### src/lmfcs_pkg.sv
package lmfcs_pkg;

   // ------------------------------------------------------------
   // Register offsets
   // ------------------------------------------------------------
   localparam logic [11:0] OFS_STAT_LOW   = 12'h034;
   localparam logic [11:0] OFS_STAT_HIGH  = 12'h035;
   localparam logic [11:0] OFS_PULSE_CNT  = 12'h036;
   localparam logic [11:0] OFS_PHASE_LOW  = 12'h037;
   localparam logic [11:0] OFS_PHASE_HIGH = 12'h038;
   localparam logic [11:0] OFS_JIT_WIN    = 12'h039;
   localparam logic [11:0] OFS_SYNC_MODE  = 12'h03A;
   localparam logic [11:0] OFS_LINK_CTRL  = 12'h300;
   localparam logic [11:0] OFS_LINK_LAT   = 12'h302;
   localparam logic [11:0] OFS_LMFC_DEL   = 12'h304;
   localparam logic [11:0] OFS_LMFC_VAR   = 12'h306;
   localparam logic [11:0] OFS_SUBCLASS   = 12'h458;

   // ------------------------------------------------------------
   // Field positions and codes
   // ------------------------------------------------------------
   localparam int          MODE_LSB       = 0;    // Mode field [1:0]
   localparam int          WIN_MSB        = 5;    // Window field [5:0]
   localparam int          WIN_IGN_BITS   = 2;    // Ignored low bits
   localparam int          LINK_EN_BIT    = 0;    // Link enable bit
   localparam int          SUBCL_LSB      = 5;    // Subclass [7:5]
   localparam int          PH_HIGH_BITS   = 4;    // Upper phase bits
   localparam logic [2:0]  SUBCLASS_1     = 3'h1;

   // ------------------------------------------------------------
   // Reset values
   // ------------------------------------------------------------
   localparam logic [7:0]  RST_BYTE       = 8'h00;
   localparam logic [11:0] RST_PHASE      = 12'h000;
   localparam logic [15:0] RST_STATUS     = 16'h0000;

   // ------------------------------------------------------------
   // Timing counts
   // ------------------------------------------------------------
   localparam int          DAC_PER_CLK    = 4;    // DAC clocks per clk
   localparam int          LMFC_DAC_CLKS  = 128;  // LMFC period, DAC clocks
   localparam int          SC0_EDGE_CLKS  = 32;   // Internal edge period

   // ------------------------------------------------------------
   // Types
   // ------------------------------------------------------------
   typedef enum logic [1:0] {
      LMFCS_MODE_MONITOR = 2'h0,
      LMFCS_MODE_CONT    = 2'h1,
      LMFCS_MODE_ONESHOT = 2'h2
   } lmfcs_mode_t;

   typedef struct packed {
      logic [11:0] addr;   // Register offset
      logic        wr;     // Write strobe, one cycle
      logic        rd;     // Read strobe, one cycle
      logic [7:0]  wdata;  // Write data
   } lmfcs_reg_req_t;

endpackage

### src/lmfcs_align_sync.sv
`timescale 1ns/1ps
`default_nettype none

// Functional notes
// - Subclass 1 uses reference rise, else internal
// - Reference rising edges sampled on clk_sys
// - Sampling phase stored as 12-bit thermometer
// - Any periodic reference pattern works unchanged
// - Every mode phase-checks each alignment edge
// - One-shot aligns first edge, then monitors
// - Continuous checks every edge, realigns edges outside window
// - Monitor reports error, never adjusts phase
// - Monitor edge snapshots phase, sets jitter flag if outside window
// - Six-bit window, low two bits ignored
// - Any pulse counter write clears count
// - Status-low write captures status and count
// - Status value spans high and low registers
// - Thermometer phase shows in low upper nibble
// - Dynamic link latency readable for delay setup
module lmfcs_align_sync (
   input  wire logic                     clk_sys,
   input  wire logic                     reset_n,
   input  wire lmfcs_pkg::lmfcs_reg_req_t reg_req,
   output logic                   [7:0]  reg_rdata,
   input  wire logic                     ref_in,
   input  wire logic              [11:0] ref_phase_therm,
   input  wire logic                     data_start,
   input  wire logic                     jitter_irq_clear,
   output logic                          edge_jitter_interrupt,
   output logic                          link_enable,
   output logic                   [7:0]  lmfc_delay,
   output logic                   [7:0]  lmfc_variable,
   output logic                   [15:0] lmfc_phase
);

   // ------------------------------------------------------------
   // Helpers
   // ------------------------------------------------------------
   localparam logic [15:0] PERIOD = 16'(lmfcs_pkg::LMFC_DAC_CLKS);
   localparam logic [5:0]  SC0_LAST = 6'(lmfcs_pkg::SC0_EDGE_CLKS - 1);

   // Distance of a phase from the nearest multiframe boundary
   function automatic logic [15:0] phase_dev(input logic [15:0] ph);
      logic [15:0] back;
      back = PERIOD - ph;
      return (ph <= back) ? ph : back;
   endfunction

   // Write strobe for one offset
   function automatic logic wr_hit(input logic [11:0] ofs);
      return reg_req.wr && (reg_req.addr == ofs);
   endfunction

   // ------------------------------------------------------------
   // Register state
   // ------------------------------------------------------------
   logic [7:0]  win_reg;         // Edge tolerance window
   logic [1:0]  mode_reg;        // Align mode field
   logic [2:0]  subclass_reg;    // Subclass field
   logic        armed_reg;       // One-shot waits for an edge
   logic [7:0]  pulse_cnt_reg;   // Running reference pulse counter
   logic [7:0]  pulse_hold_reg;  // Captured pulse count
   logic [15:0] status_reg;      // Last measured status value
   logic [15:0] status_hold_reg; // Captured status value
   logic [11:0] phase_reg;       // Reference sample phase
   logic [7:0]  latency_reg;     // Dynamic link latency
   logic        ref_prev_reg;    // Previous reference sample
   logic [5:0]  sc0_cnt_reg;     // Internal edge divider
   logic [7:0]  reg_rdata_next;  // Read mux result

   // ------------------------------------------------------------
   // Edge detection and alignment decision
   // ------------------------------------------------------------
   wire         sub1       = (subclass_reg == lmfcs_pkg::SUBCLASS_1);
   wire         ref_rise   = ref_in && !ref_prev_reg;
   wire         int_edge   = (sc0_cnt_reg == SC0_LAST);
   wire         align_edge = sub1 ? ref_rise : int_edge;
   wire [15:0]  deviation  = phase_dev(lmfc_phase);
   wire [3:0]   win_steps  = win_reg[lmfcs_pkg::WIN_MSB:lmfcs_pkg::WIN_IGN_BITS];
   wire [15:0]  tolerance  = {10'h000, win_steps, 2'h0};
   // Window zero means zero tolerance: any nonzero error violates
   wire         violation  = align_edge && (deviation > tolerance);
   wire         may_adjust = (mode_reg == lmfcs_pkg::LMFCS_MODE_CONT) ||
                             ((mode_reg == lmfcs_pkg::LMFCS_MODE_ONESHOT) && armed_reg);
   wire         align_now  = violation && may_adjust;
   wire         oneshot_done = align_edge && armed_reg &&
                             (mode_reg == lmfcs_pkg::LMFCS_MODE_ONESHOT);

   // ------------------------------------------------------------
   // Write decodes
   // ------------------------------------------------------------
   wire         wr_mode    = wr_hit(lmfcs_pkg::OFS_SYNC_MODE);
   wire         wr_win     = wr_hit(lmfcs_pkg::OFS_JIT_WIN);
   wire         wr_cnt     = wr_hit(lmfcs_pkg::OFS_PULSE_CNT);
   wire         wr_stat    = wr_hit(lmfcs_pkg::OFS_STAT_LOW);
   wire         wr_link    = wr_hit(lmfcs_pkg::OFS_LINK_CTRL);
   wire         wr_del     = wr_hit(lmfcs_pkg::OFS_LMFC_DEL);
   wire         wr_var     = wr_hit(lmfcs_pkg::OFS_LMFC_VAR);
   wire         wr_sub     = wr_hit(lmfcs_pkg::OFS_SUBCLASS);
   wire [1:0]   mode_wdata = reg_req.wdata[lmfcs_pkg::MODE_LSB +: 2];
   wire         arm_req    = wr_mode &&
                             (mode_wdata == lmfcs_pkg::LMFCS_MODE_ONESHOT);

   // ------------------------------------------------------------
   // Multiframe phase counter
   // ------------------------------------------------------------
   lmfcs_lmfc_counter u_counter (
      .clk_sys    (clk_sys),
      .reset_n    (reset_n),
      .align_now  (align_now),
      .lmfc_count (lmfc_phase)
   );

   // ------------------------------------------------------------
   // Edge sampling and internal edge divider
   // ------------------------------------------------------------
   always_ff @(posedge clk_sys or negedge reset_n) begin
      if (!reset_n) begin
         ref_prev_reg <= 1'b0;
         sc0_cnt_reg  <= 6'h00;
      end else begin
         ref_prev_reg <= ref_in;
         sc0_cnt_reg  <= int_edge ? 6'h00 : sc0_cnt_reg + 6'h01;
      end
   end

   // ------------------------------------------------------------
   // Configuration registers
   // ------------------------------------------------------------
   always_ff @(posedge clk_sys or negedge reset_n) begin
      if (!reset_n) begin
         win_reg       <= lmfcs_pkg::RST_BYTE;
         subclass_reg  <= 3'h0;
         link_enable   <= 1'b0;
         lmfc_delay    <= lmfcs_pkg::RST_BYTE;
         lmfc_variable <= lmfcs_pkg::RST_BYTE;
      end else begin
         // Window upper bits dropped, stored and read back as zero
         if (wr_win) begin
            win_reg <= {2'h0, reg_req.wdata[lmfcs_pkg::WIN_MSB:0]};
         end
         if (wr_sub) begin
            subclass_reg <= reg_req.wdata[lmfcs_pkg::SUBCL_LSB +: 3];
         end
         // Link enable driven by software
         if (wr_link) begin
            link_enable <= reg_req.wdata[lmfcs_pkg::LINK_EN_BIT];
         end
         // Delay settings taken after latency readback
         if (wr_del) begin
            lmfc_delay <= reg_req.wdata;
         end
         if (wr_var) begin
            lmfc_variable <= reg_req.wdata;
         end
      end
   end

   // ------------------------------------------------------------
   // Mode and arming
   // ------------------------------------------------------------
   always_ff @(posedge clk_sys or negedge reset_n) begin
      if (!reset_n) begin
         mode_reg  <= lmfcs_pkg::LMFCS_MODE_MONITOR;
         armed_reg <= 1'b0;
      end else if (oneshot_done) begin
         // One-shot falls back to monitor after its edge
         mode_reg  <= lmfcs_pkg::LMFCS_MODE_MONITOR;
         armed_reg <= 1'b0;
      end else if (wr_mode) begin
         // Writing two arms; continuous needs no arming
         mode_reg  <= mode_wdata;
         armed_reg <= arm_req;
      end
   end

   // ------------------------------------------------------------
   // Measurement captures
   // ------------------------------------------------------------
   always_ff @(posedge clk_sys or negedge reset_n) begin
      if (!reset_n) begin
         status_reg <= lmfcs_pkg::RST_STATUS;
         phase_reg  <= lmfcs_pkg::RST_PHASE;
      end else if (align_edge) begin
         // Snapshot the LMFC count and sampling phase at each edge
         status_reg <= lmfc_phase;
         phase_reg  <= ref_phase_therm;
      end
   end

   // ------------------------------------------------------------
   // Pulse counter and status holding registers
   // ------------------------------------------------------------
   always_ff @(posedge clk_sys or negedge reset_n) begin
      if (!reset_n) begin
         pulse_cnt_reg   <= lmfcs_pkg::RST_BYTE;
         pulse_hold_reg  <= lmfcs_pkg::RST_BYTE;
         status_hold_reg <= lmfcs_pkg::RST_STATUS;
      end else begin
         // Clear wins over a pulse in the same cycle
         if (wr_cnt) begin
            pulse_cnt_reg <= lmfcs_pkg::RST_BYTE;
         end else if (align_edge && sub1) begin
            pulse_cnt_reg <= pulse_cnt_reg + 8'h01;
         end
         // Capture for readback
         if (wr_stat) begin
            pulse_hold_reg  <= pulse_cnt_reg;
            status_hold_reg <= status_reg;
         end
      end
   end

   // ------------------------------------------------------------
   // Jitter flag and link latency
   // ------------------------------------------------------------
   always_ff @(posedge clk_sys or negedge reset_n) begin
      if (!reset_n) begin
         edge_jitter_interrupt <= 1'b0;
         latency_reg           <= lmfcs_pkg::RST_BYTE;
      end else begin
         // Set wins over clear
         if (violation) begin
            edge_jitter_interrupt <= 1'b1;
         end else if (jitter_irq_clear) begin
            edge_jitter_interrupt <= 1'b0;
         end
         // Multiframe position when data begins, in clk cycles
         if (data_start) begin
            latency_reg <= 8'(lmfc_phase >> 2);
         end
      end
   end

   // ------------------------------------------------------------
   // Read mux
   // ------------------------------------------------------------
   always_comb begin
      reg_rdata_next = 8'h00;
      unique case (reg_req.addr)
         lmfcs_pkg::OFS_STAT_LOW:   reg_rdata_next = status_hold_reg[7:0];
         lmfcs_pkg::OFS_STAT_HIGH:  reg_rdata_next = status_hold_reg[15:8];
         lmfcs_pkg::OFS_PULSE_CNT:  reg_rdata_next = pulse_hold_reg;
         lmfcs_pkg::OFS_PHASE_LOW:  reg_rdata_next = phase_reg[7:0];
         lmfcs_pkg::OFS_PHASE_HIGH: reg_rdata_next =
            {4'h0, phase_reg[11:12-lmfcs_pkg::PH_HIGH_BITS]};
         lmfcs_pkg::OFS_JIT_WIN:    reg_rdata_next = win_reg;
         lmfcs_pkg::OFS_SYNC_MODE:  reg_rdata_next = {6'h00, mode_reg};
         lmfcs_pkg::OFS_LINK_CTRL:  reg_rdata_next = {7'h00, link_enable};
         lmfcs_pkg::OFS_LINK_LAT:   reg_rdata_next = latency_reg;
         lmfcs_pkg::OFS_LMFC_DEL:   reg_rdata_next = lmfc_delay;
         lmfcs_pkg::OFS_LMFC_VAR:   reg_rdata_next = lmfc_variable;
         lmfcs_pkg::OFS_SUBCLASS:   reg_rdata_next = {subclass_reg, 5'h00};
         default:                   reg_rdata_next = 8'h00;
      endcase
   end

   // Read data registered one cycle after the strobe
   always_ff @(posedge clk_sys or negedge reset_n) begin
      if (!reset_n) begin
         reg_rdata <= lmfcs_pkg::RST_BYTE;
      end else if (reg_req.rd) begin
         reg_rdata <= reg_rdata_next;
      end
   end

endmodule

`default_nettype wire

### src/lmfcs_lmfc_counter.sv
`timescale 1ns/1ps
`default_nettype none

// Local multiframe counter in DAC clocks, advanced per clk
module lmfcs_lmfc_counter (
   input  wire logic        clk_sys,
   input  wire logic        reset_n,
   input  wire logic        align_now,
   output logic      [15:0] lmfc_count
);

   // ------------------------------------------------------------
   // Counter
   // ------------------------------------------------------------
   localparam logic [15:0] STEP = 16'(lmfcs_pkg::DAC_PER_CLK);
   localparam logic [15:0] LAST =
      16'(lmfcs_pkg::LMFC_DAC_CLKS - lmfcs_pkg::DAC_PER_CLK);

   logic [15:0] count_next;  // Following count

   // Realign loads one step, so the next periodic edge lands on zero
   assign count_next = align_now            ? STEP :
                       (lmfc_count == LAST) ? 16'h0000 :
                       lmfc_count + STEP;

   // Phase reloads one STEP on an alignment, zero on reset
   always_ff @(posedge clk_sys or negedge reset_n) begin
      if (!reset_n) begin
         lmfc_count <= 16'h0000;
      end else begin
         lmfc_count <= count_next;
      end
   end

endmodule

`default_nettype wire

### config.mk
export PLATFORM = sky130hd
export DESIGN_NAME = lmfcs_align_sync
export DESIGN_NICKNAME = d
export VERILOG_FILES = /design/src/lmfcs_pkg.sv /design/src/lmfcs_align_sync.sv /design/src/lmfcs_lmfc_counter.sv
export SDC_FILE = /design/constraint.sdc
export NUM_CORES = 1
export LEC_CHECK = 0
export BUFFER_PORTS_ARGS = -buffer_cell sky130_fd_sc_hd__buf_4
export CAP_MARGIN = 10
export CORE_MARGIN = 5
export CORE_UTILIZATION = 43
export CTS_CLUSTER_SIZE = 12
export DETAILED_ROUTE_END_ITERATION = 6
export GPL_TIMING_DRIVEN = 0
export MAX_ROUTING_LAYER = met4
export PLACE_DENSITY = 0.73
export SYNTH_ARGS = -nofsm -noshare
export SYNTH_HDL_FRONTEND = slang
export SYNTH_SLANG_ARGS = --single-unit
export TNS_END_PERCENT = 10
### constraint.sdc
create_clock -name clk_sys -period 5.5 [get_ports clk_sys]
set_input_delay 0.275 -clock clk_sys [delete_from_list [all_inputs] [get_ports clk_sys]]
set_output_delay 0.275 -clock clk_sys [all_outputs]
set_load 0.03 [all_outputs]
# == Yosys cells after proc, flatten, opt, wreduce, memory -nomap -nowiden ==
# Cells that the tools add are included.
# word_totals
ff_bits,129
latchBits,0
ram_bits,0
rom_bits,0
input_bits,39
word_cells,77
memories,0
# op_classes
n_addsub,4
n_mul,0
n_div,0
magnitude_cmp,2
n_eq_ne,18
shifts,0
n_mux,14
bitwise,0
n_reduce_logical,21
# ops
operator,count
$pmux W8 S12,1
$eq A12 B6 Y1 const B,7
$eq A12 B10 Y1 const B,4
$mux W16,3
$add A16 B3 Y16 const B,1
$eq A16 B7 Y1 const B,1
$gt A16 B6 Y1,1
$le A16 B16 Y1,1
$logic_and A1 B1 Y1,16
$mux W8,2
$sub A8 B16 Y16 const A,1
$eq A12 B11 Y1 const B,1
$add A8 B1 Y8 const B,1
$add A6 B1 Y6 const B,1
$eq A6 B5 Y1 const B,1
$mux W6,1
$reduce_bool A2 Y1,3
$mux W1,5
$eq A2 B2 Y1 const B,2
$mux W2,2
$eq A3 B1 Y1 const B,1
$eq A2 B1 Y1 const B,1
$logic_not A1 Y1,1
$logic_or A1 B1 Y1,1

# == Logic depth before layout (Yosys ltp) ==
# Gate-level depths: netlist of run 1.
# logic_depth
depth_word,7
mapped_depth,21

# == Hierarchy ==
# A second synthesis of run 1 with hierarchy kept.
# hier_totals
hier_cells,591
hier_area_um2,6497.5
# modules_own_cells
mod,n_inst,cells_per_inst,area_per_inst_um2
lmfcs_align_sync,1,516,5785.5
lmfcs_lmfc_counter,1,75,711.9

# == Worst setup path after synthesis of run 1 ==
# OpenSTA, ideal clock, no wires.
# synth_timing
path_type,reg-to-reg
start,reg u_counter.lmfc_count[8]
end,reg u_counter.lmfc_count[11]
setup_time_ps,87
arrival_time_ps,4793
required_time_ps,5413
path_slack_ps,620
stages_incl_launch_ff,20
path_cell_list,dfrtp_1 > buf_6 > or4_4 > or2_1 > nor2_1 > nand2_1 > ha_1 > or4_1 > nor3_2 > a211oi_2 > or2_1 > buf_6 > mux2_4 > ha_1 > o211a_1 > o21ai_0 > o2111ai_1 > nor3b_2 > buf_2 > a211oi_2
# synth_via
elab_chain_len,7
elab_cells_between_ends,10
# synth_rtl
element,line,text
start: declaration,lmfcs_lmfc_counter.sv:9,output logic [15:0] lmfc_count
start signal: assignment,lmfcs_lmfc_counter.sv:31,lmfc_count <= count_next;
$sub A8 B16 Y16,lmfcs_align_sync.sv:45,back = PERIOD - ph;
$le A16 B16 Y1,lmfcs_align_sync.sv:46,return (ph <= back) ? ph : back;
$mux W16,lmfcs_align_sync.sv:46,
$gt A16 B6 Y1,lmfcs_align_sync.sv:82,wire violation = align_edge && (deviation > tolerance);
$logic_and A1 B1 Y1,lmfcs_align_sync.sv:82,
$logic_and A1 B1 Y1,lmfcs_align_sync.sv:85,wire align_now = violation && may_adjust;
$mux W16 (*),lmfcs_lmfc_counter.sv:22,assign count_next = align_now ? STEP :
net u_counter.count_next[11],lmfcs_lmfc_counter.sv:19,logic [15:0] count_next;
# Mark *: on every way through the listed nets, which the timed path passes. The rest lies on a longest branch.
# A chain may end at the register's enable or synchronous reset.

# == Worst setup path in the final report of run 1 ==
# layout_timing
start,reg u_counter.lmfc_count[5]
end,reg u_counter.lmfc_count[10]
# The elaborated chain is that of the path after synthesis.

==> results of run 1 <==
-- metal layers --
layer	share of wire [%]	vias to the layer above
met4	1.5	0
li1	-	2138
met3	5.5	16
met2	50	153
met1	43	2352
met5	0	-
-- report_power, final --
group	internal [mW]	switching, mW	total, mW
clock	0.683	0.452	1.13
sequential	1.02	0.110	1.13
combinational	0.322	0.460	0.782
total	2.03	1.02	3.05
-- how the worst max path moves through the flow --
stage,endpoint,startpoint
6_report,u_counter.lmfc_count[10]$_DFF_PN0_,u_counter.lmfc_count[5]$_DFF_PN0_
5_1_grt,u_counter.lmfc_count[4]$_DFF_PN0_,u_counter.lmfc_count[3]$_DFF_PN0_
4_1_cts,u_counter.lmfc_count[4]$_DFF_PN0_,u_counter.lmfc_count[2]$_DFF_PN0_
3_5_place_dp,u_counter.lmfc_count[4]$_DFF_PN0_,u_counter.lmfc_count[2]$_DFF_PN0_
3_3_place_gp,u_counter.lmfc_count[4]$_DFF_PN0_,u_counter.lmfc_count[2]$_DFF_PN0_
2_1_floorplan,u_counter.lmfc_count[11]$_DFF_PN0_,u_counter.lmfc_count[8]$_DFF_PN0_
-- area by class of cell --
class	instances	area share, %
plain buffers	33	2.14
well taps	184	3.00
inverters	12	0.587
clock inverters	15	2.28
clock buffers	17	5.55
multi-input cells	358	38.4
flip-flops and latches	123	40.1
repair buffers	77	7.91
-- layout by cell type (no fill, tap or decap), drive strengths merged, types with 6 or more instances in the layout --
master / count
a211oi: 14
a21oi: 7
a222oi: 6
a22oi: 9
a31oi: 9
and3: 10
buf: 84
clkbuf: 41
dfrtp: 123
ha: 16
inv: 20
mux2: 82
nand2: 35
nand3: 11
nor2: 29
nor3: 10
nor3b: 6
nor4: 6
o21ai: 14
xnor2: 10
xor2: 11
-- critical path: stages, from the launching register on --
cell and delay [ns]:
dfrtp_1 0.41, clkbuf_1 0.48, nor3_1 0.14, a21boi_0 0.47, or2_2 0.20, ha_1 0.23, or4_1 0.57, nor3_2 0.32
and3b_1 0.27, or2_1 0.14, buf_6 0.14, mux2_4 0.30, ha_1 0.29, o211a_1 0.15, o21ai_2 0.09, a211o_1 0.27
nor3_2 0.32, buf_4 0.29, a221oi_1 0.08
-- timing repair --
action	in CTS	in global routing
hold buffers	2	0
endpoints found under the hold margin	17	0
setup endpoints to repair	11	12
resized for setup	1	4
buffers inserted	0	0
-- cell families after synthesis --
group                    after synthesis  synth area share, %
buffers and inverters                 45                 3.36
AO/OA/AOI/OAI                         83                 10.6
multiplexers                          91                 17.4
XOR/XNOR                              21                 2.96
flip-flops                           123                 49.5
adder cells (fa/ha/maj)               16                 3.22
AND/OR/NAND/NOR                      145                 12.9
other                                  1               0.0603
==> metrics.md, run 1 <==
| Metric | Value |
|---|---|
| Ports | `a little over 80` |
| Nets | `~680` |
| TritonCTS clock tree | `yes` |
| Multi-input logic area | `roughly 0.0029 mm^2` |
| CTS Sinks | `123` |
| Met2 Usage GRT | `31.5%` |
| First-pass GRT wire length | `between 20000 and 30000 um` |
| Hold Vio Cnt, Final | `0` |
| FF-to-FF Start | `u_counter.lmfc_count[5]$_DFF_PN0_` |
| Relative slew slack | `a little over half` |
| Pre-antenna DRT Iters | `5` |
| Setup TNS | `0 ns` |
| Number of synthesized flops with an enable pin | `0` |
| Finished Layout Cells | `roughly 820` |
| Antenna violations before repair | `0` |
| Period utilisation layout | `a little over nine tenths` |
| Worst r2r dst | `u_counter.lmfc_count[10]$_DFF_PN0_` |
| Async SR Flop Fraction | `100%` |
| Most crowded layer after global routing | `met2` |
| CTS clk-pin slew, worst paths | `~0.060 ns` |
| Hold depth | `2` |
| Vias per cell | `around 5.7` |
| Worst Path Required | `between 5 and 6 ns` |
| DRC violations left | `0` |
| Critical path type | `register to register` |
| Share of layout cells above drive strength 1 | `a little over a third` |
| Finish-stage setup viols | `0` |
| GR Overflow Total | `0` |
| H-tree depth | `4` |
| Critical path arrival | `approximately 5.6 ns` |
| Share of the synthesized area in the top cell type | `around half` |
| CP max FO | `10` |
| Design Area, Final | `between 0.007 and 0.008 mm^2` |
| Pwr/cell area | `398 mW/mm^2` |
| Post-synth top flop | `dfrtp_1` |
| Hold path startpoint | `ref_phase_therm[11]` |
| CTS Buf Count | `17` |
| Die area | `about 0.017 mm^2` |
| Mapped Area | `0.00622 mm^2` |
| Fin crit period | `around 5.3 ns` |
| Hold EP | `phase_reg[11]$_DFFE_PN0P_` |
| Most frequent cells after synthesis | `dfrtp_1 (123), mux2_2 (81), nand2_1 (35), nor2_1 (29), clkbuf_1 (23)` |
| Max-Cap Viols | `0` |
| CP endpoint kind | `register` |
| Sequential share of the synthesized area | `49.5%` |
| # fillers | `~1200` |
| IO Port Bufs | `74` |
| Worst hold margin | `0.0839 ns` |
| Area delta synth->final | `23.3%` |
| Cell variety after synth | `70` |
| Design Power | `a little over 3 mW` |
| DR WL/cell | `between 15 and 20 um` |
| All-layer global routing usage | `a little under 20%` |
| Final core occ | `approximately 53%` |
| DP Cell Count | `slightly below 800` |
| Mapped Cells | `525` |
| Worst Tran Pin Value | `between 0.7 and 0.8 ns` |
| Worst VDD drop | `0.000219 V` |
| Static leakage | `3.49 nW` |
| Initial DRC Count | `~380` |
| Root buf cell | `clkbuf_16` |
| Fmax | `188 MHz` |
| FF+latch count, synth | `about 120` |
| GRT met1 Usage | `roughly a quarter` |
| Register-to-register setup slack | `a little under 0.2 ns` |
| Final ANT Viol Nets | `0` |
| Top-count cell post-synth | `dfrtp_1` |
| Die H | `130 um` |
| Vias in the first global route | `4863` |
| Synthesis warning total | `0` |
| CORE AREA | `around 0.014 mm^2` |
| Clock Skew | `~0.010 ns` |
| Max Root-Sink Buffers | `2` |
| Largest net degree at the start of global routing | `between 100 and 150` |
| Chip width | `approximately 130 um` |
| Worst skew pair latency | `0.42 ns` |
| Top cells by area, synth | `dfrtp_1 (50%), mux2_2 (15%), ha_1 (3.2%)` |
| Post-DP HPWL | `11400 um` |
| Placed cell areas | `~0.007 mm^2` |
| Outcome | `complete, no violations` |
| Worst Setup Start Kind | `register` |
| Initial Util | `43.3%` |
| Register area | `0.00308 mm^2` |
| ANT cells | `0` |
| Mean area per synthesized cell | `roughly 12 um^2` |
| Final RePlAce weighted congestion | `around 0.9` |
| Place WS | `-0.0796 ns` |
| Via count | `approximately 4700` |
| Worst reg2reg path depth | `18` |
| Area leader, netlist | `dfrtp_1` |
| Min-delay worst type | `primary input to register` |
| Fin. max-slew vios | `0` |
| Routed WL | `about 16000 um` |
| Standard-cell rows | `44` |
| Final WS setup | `between 0.15 and 0.2 ns` |
| Grt met3 use | `3.72%` |
Power figures use the tool's default switching activity.
==> inputs of run 2 (changes only) <==
--- a/config.mk
+++ b/config.mk
@@ -13,7 +13,7 @@
 export DETAILED_ROUTE_END_ITERATION = 6
 export GPL_TIMING_DRIVEN = 0
 export MAX_ROUTING_LAYER = met4
-export PLACE_DENSITY = 0.73
+export PLACE_DENSITY_LB_ADDON = 0.08
 export SYNTH_ARGS = -nofsm -noshare
 export SYNTH_HDL_FRONTEND = slang
 export SYNTH_SLANG_ARGS = --single-unit
==> metrics.md, run 2 (synthesized netlist as in run 1, its figures left out) <==
| Metric | Value |
|---|---|
| Max Root-Sink Buffers | `2 (unchanged)` |
| FF-to-FF Start | `u_counter.lmfc_count[10]$_DFF_PN0_` |
| Fin crit period | `5.23 ns (-0.0762 ns)` |
| Initial DRC Count | `266 (-30%)` |
| Nets | `677 (unchanged)` |
| Clock share of power | `37.9% (+0.7 points)` |
| Ports | `81 (unchanged)` |
| CTS Sinks | `123 (unchanged)` |
| Antenna violations before repair | `0 (unchanged)` |
| Period utilisation layout | `95.1% (-1.4 points)` |
| ANT cells | `0 (unchanged)` |
| DR WL/cell | `19.1 um (+0.45%)` |
| CP max FO | `10 (unchanged)` |
| Largest net degree at the start of global routing | `81 (-25%)` |
| Max incr delay on CP | `0.60 ns (+0.03 ns)` |
| Critical path arrival | `5.51 ns (-0.07 ns)` |
| Finished Layout Cells | `819 (unchanged)` |
| Relative slew slack | `48.1% (-5.1 points)` |
| Vias in the first global route | `4628 (-4.8%)` |
| Final ANT Viol Nets | `0 (unchanged)` |
| Final RePlAce weighted congestion | `0.793 (-12%)` |
| Internal | `2.07 mW (+2.2%)` |
| GR Overflow Total | `0 (unchanged)` |
| Routed WL | `15600 um (+0.45%)` |
| DRC violations left | `0 (unchanged)` |
| Delay-heaviest family, CP | `simple AND/OR/NAND/NOR gates` |
| Area delta synth->final | `23.5% (about the same)` |
| # Post-CTS Setup Buffers | `0 (unchanged)` |
| CP endpoint kind | `register` |
| Pwr/cell area | `398 mW/mm^2 (+0.12%)` |
| Final core occ | `53.4% (about the same)` |
| RSZ-0062 raised after global routing | `false` |
| TritonCTS clock tree | `yes` |
| All-layer global routing usage | `20.0% (+0.37 points)` |
| Chip width | `130 um (unchanged)` |
| WP depth | `18 (unchanged)` |
| Crit path launch | `u_counter.lmfc_count[10]$_DFF_PN0_` |
| Die H | `130 um (unchanged)` |
| Max-Cap Viols | `0 (unchanged)` |
| Static leakage | `3.49 nW (about the same)` |
| Final WS setup | `0.270 ns (+0.0762 ns)` |
| CP max-delay cell | `or4_4` |
| Cell Chain, Critical Path | `or4_4 -> or2_1 -> nor2_1 -> nand2_1 -> ha_1 -> or4_1 -> nor3_2 -> a211oi_2 -> or2_1 -> buf_6 -> mux2_4 -> ha_1 -> o211a_1 -> o21ai_2 -> o2111ai_1 -> nor3b_4 -> buf_2 -> a211oi_2` |
| Buf/Inv on CP | `2 (-1)` |
| Worst Tran Pin Value | `0.779 ns (+0.0760 ns)` |
| Fmax | `191 MHz (+1.5%)` |
| Most frequent cells in the layout | `dfrtp_1 (123), mux2_2 (81), buf_4 (76), nand2_1 (35), nor2_1 (29)` |
| Worst reg2reg path depth | `18 (unchanged)` |
| Min-delay worst type | `primary input to register` |
| First-pass GRT wire length | `25100 um (-0.25%)` |
| Critical path type | `register to register` |
| Setup TNS | `0 ns (unchanged)` |
| DP Cell Count | `785 (unchanged)` |
| Outcome | `complete, no violations` |
| CTS clk-pin slew, worst paths | `0.06 ns (about the same)` |
| Post-DP HPWL | `11600 um (+1.8%)` |
| Worst VDD drop | `0.000260 V (+19%)` |
| Fin. max-slew vios | `0 (unchanged)` |
| Via count | `4573 (-1.8%)` |
| Vias per cell | `5.58 (-1.8%)` |
| Worst Setup Start Kind | `register` |
| Root buf cell | `clkbuf_16` |
| Worst skew pair latency | `0.41 ns (about the same)` |
| Switch share | `32.2% (-1.3 points)` |
| Hold depth | `2 (unchanged)` |
| Pre-antenna DRT Iters | `4 (-1)` |
| Sequential Power Share | `37.1% (about the same)` |
| Place WS | `-0.0284 ns (+0.0513 ns)` |
| Design Power | `3.05 mW (+0.21%)` |
| Hold Vio Cnt, Final | `0 (unchanged)` |
| Finish-stage setup viols | `0 (unchanged)` |
| CORE AREA | `0.0144 mm^2 (unchanged)` |
| Clock Skew | `0.00845 ns (-0.00188 ns)` |
| Hold path startpoint | `ref_phase_therm[4]` |
| Worst Path Required | `5.78 ns (about the same)` |
| CTS Buf Count | `17 (unchanged)` |
| Commonest non-fill, non-tap cell in the layout | `dfrtp_1` |
| IO Port Bufs | `74 (unchanged)` |
| Die area | `0.0170 mm^2 (unchanged)` |
| Sw Pwr | `983 uW (-3.8%)` |
| Combinational power share | `25.0% (-0.7 points)` |
| H-tree depth | `4 (unchanged)` |
| Share of layout cells above drive strength 1 | `35.7% (-0.16 points)` |
| Standard-cell rows | `44 (unchanged)` |
| Initial Util | `43.3% (unchanged)` |
## run 2: worst register-to-register path, stage by stage, from the launching register on
cell and delay, ns:
dfrtp_1 0.50, or4_4 0.60, or2_1 0.26, nor2_1 0.11
nand2_1 0.06, ha_1 0.29, or4_1 0.59, nor3_2 0.29
a211oi_2 0.13, or2_1 0.26, buf_6 0.15, mux2_4 0.29
ha_1 0.30, o211a_1 0.16, o21ai_2 0.09, o2111ai_1 0.16
nor3b_4 0.38, buf_2 0.36, a211oi_2 0.12
## run 2: area by class of cell
class,instances,area [um^2]
repair buffers,77,607
plain buffers,33,164
flip-flops and latches,123,3080
fillers,1295,6700
inverters,12,45.0
multi-input cells,358,2940
clock inverters,13,164
well taps,184,230
clock buffers,19,443
## run 2: worst paths after layout
| kind | slack, ns | to |
|---|---|---|
| max in group asynchronous | 4.41 | u_counter.lmfc_count[9]$_DFF_PN0_ |
| min in group asynchronous | 0.35 | lmfc_delay[6]$_DFFE_PN0P_ |
| worst max register to register | 0.27 | u_counter.lmfc_count[9]$_DFF_PN0_ |
| worst min-delay path | 0.09 | phase_reg[4]$_DFFE_PN0P_ |
| worst max-delay path | 0.27 | u_counter.lmfc_count[9]$_DFF_PN0_ |
| worst min register to register | 0.48 | sc0_cnt_reg[4]$_DFF_PN0_ |
## run 2: power by group through the flow
stage               combinational (mW)  sequential (mW)  clock [mW]
global route                     0.836             1.15        1.22
detailed placement               0.754             1.15           0
finish                           0.764             1.13        1.16
global placement                 0.736             1.15           0
floorplan                        0.430             1.20           0
CTS                              0.762             1.14        1.17
## run 2: through the flow
stage | hold WS (ns) | area, um^2
final | 0.0907 | 7670
after global placement | 0.396 | 7010
after CTS | 0.0732 | 7660
after floorplan | -0.0206 | 6220
after detailed placement | 0.225 | 7040
after global routing | 0.0711 | 7670
## run 2: metal layers
| metal | global-route usage, % | wire [um] |
|---|---|---|
| met1 | 26.5 | 7190 |
| met2 | 30.9 | 7560 |
| met3 | 4.30 | 662 |
| met4 | 5.99 | 223 |
| met5 | - | 0 |
## run 2: timing repair
| action | CTS | global route |
|---|---|---|
| pin swaps | 0 | 0 |
| hold buffers | 2 | 0 |
| endpoints found under the setup margin | 10 | 12 |
| endpoints found under the hold margin | 44 | 0 |
| gates resized for setup | 1 | 4 |
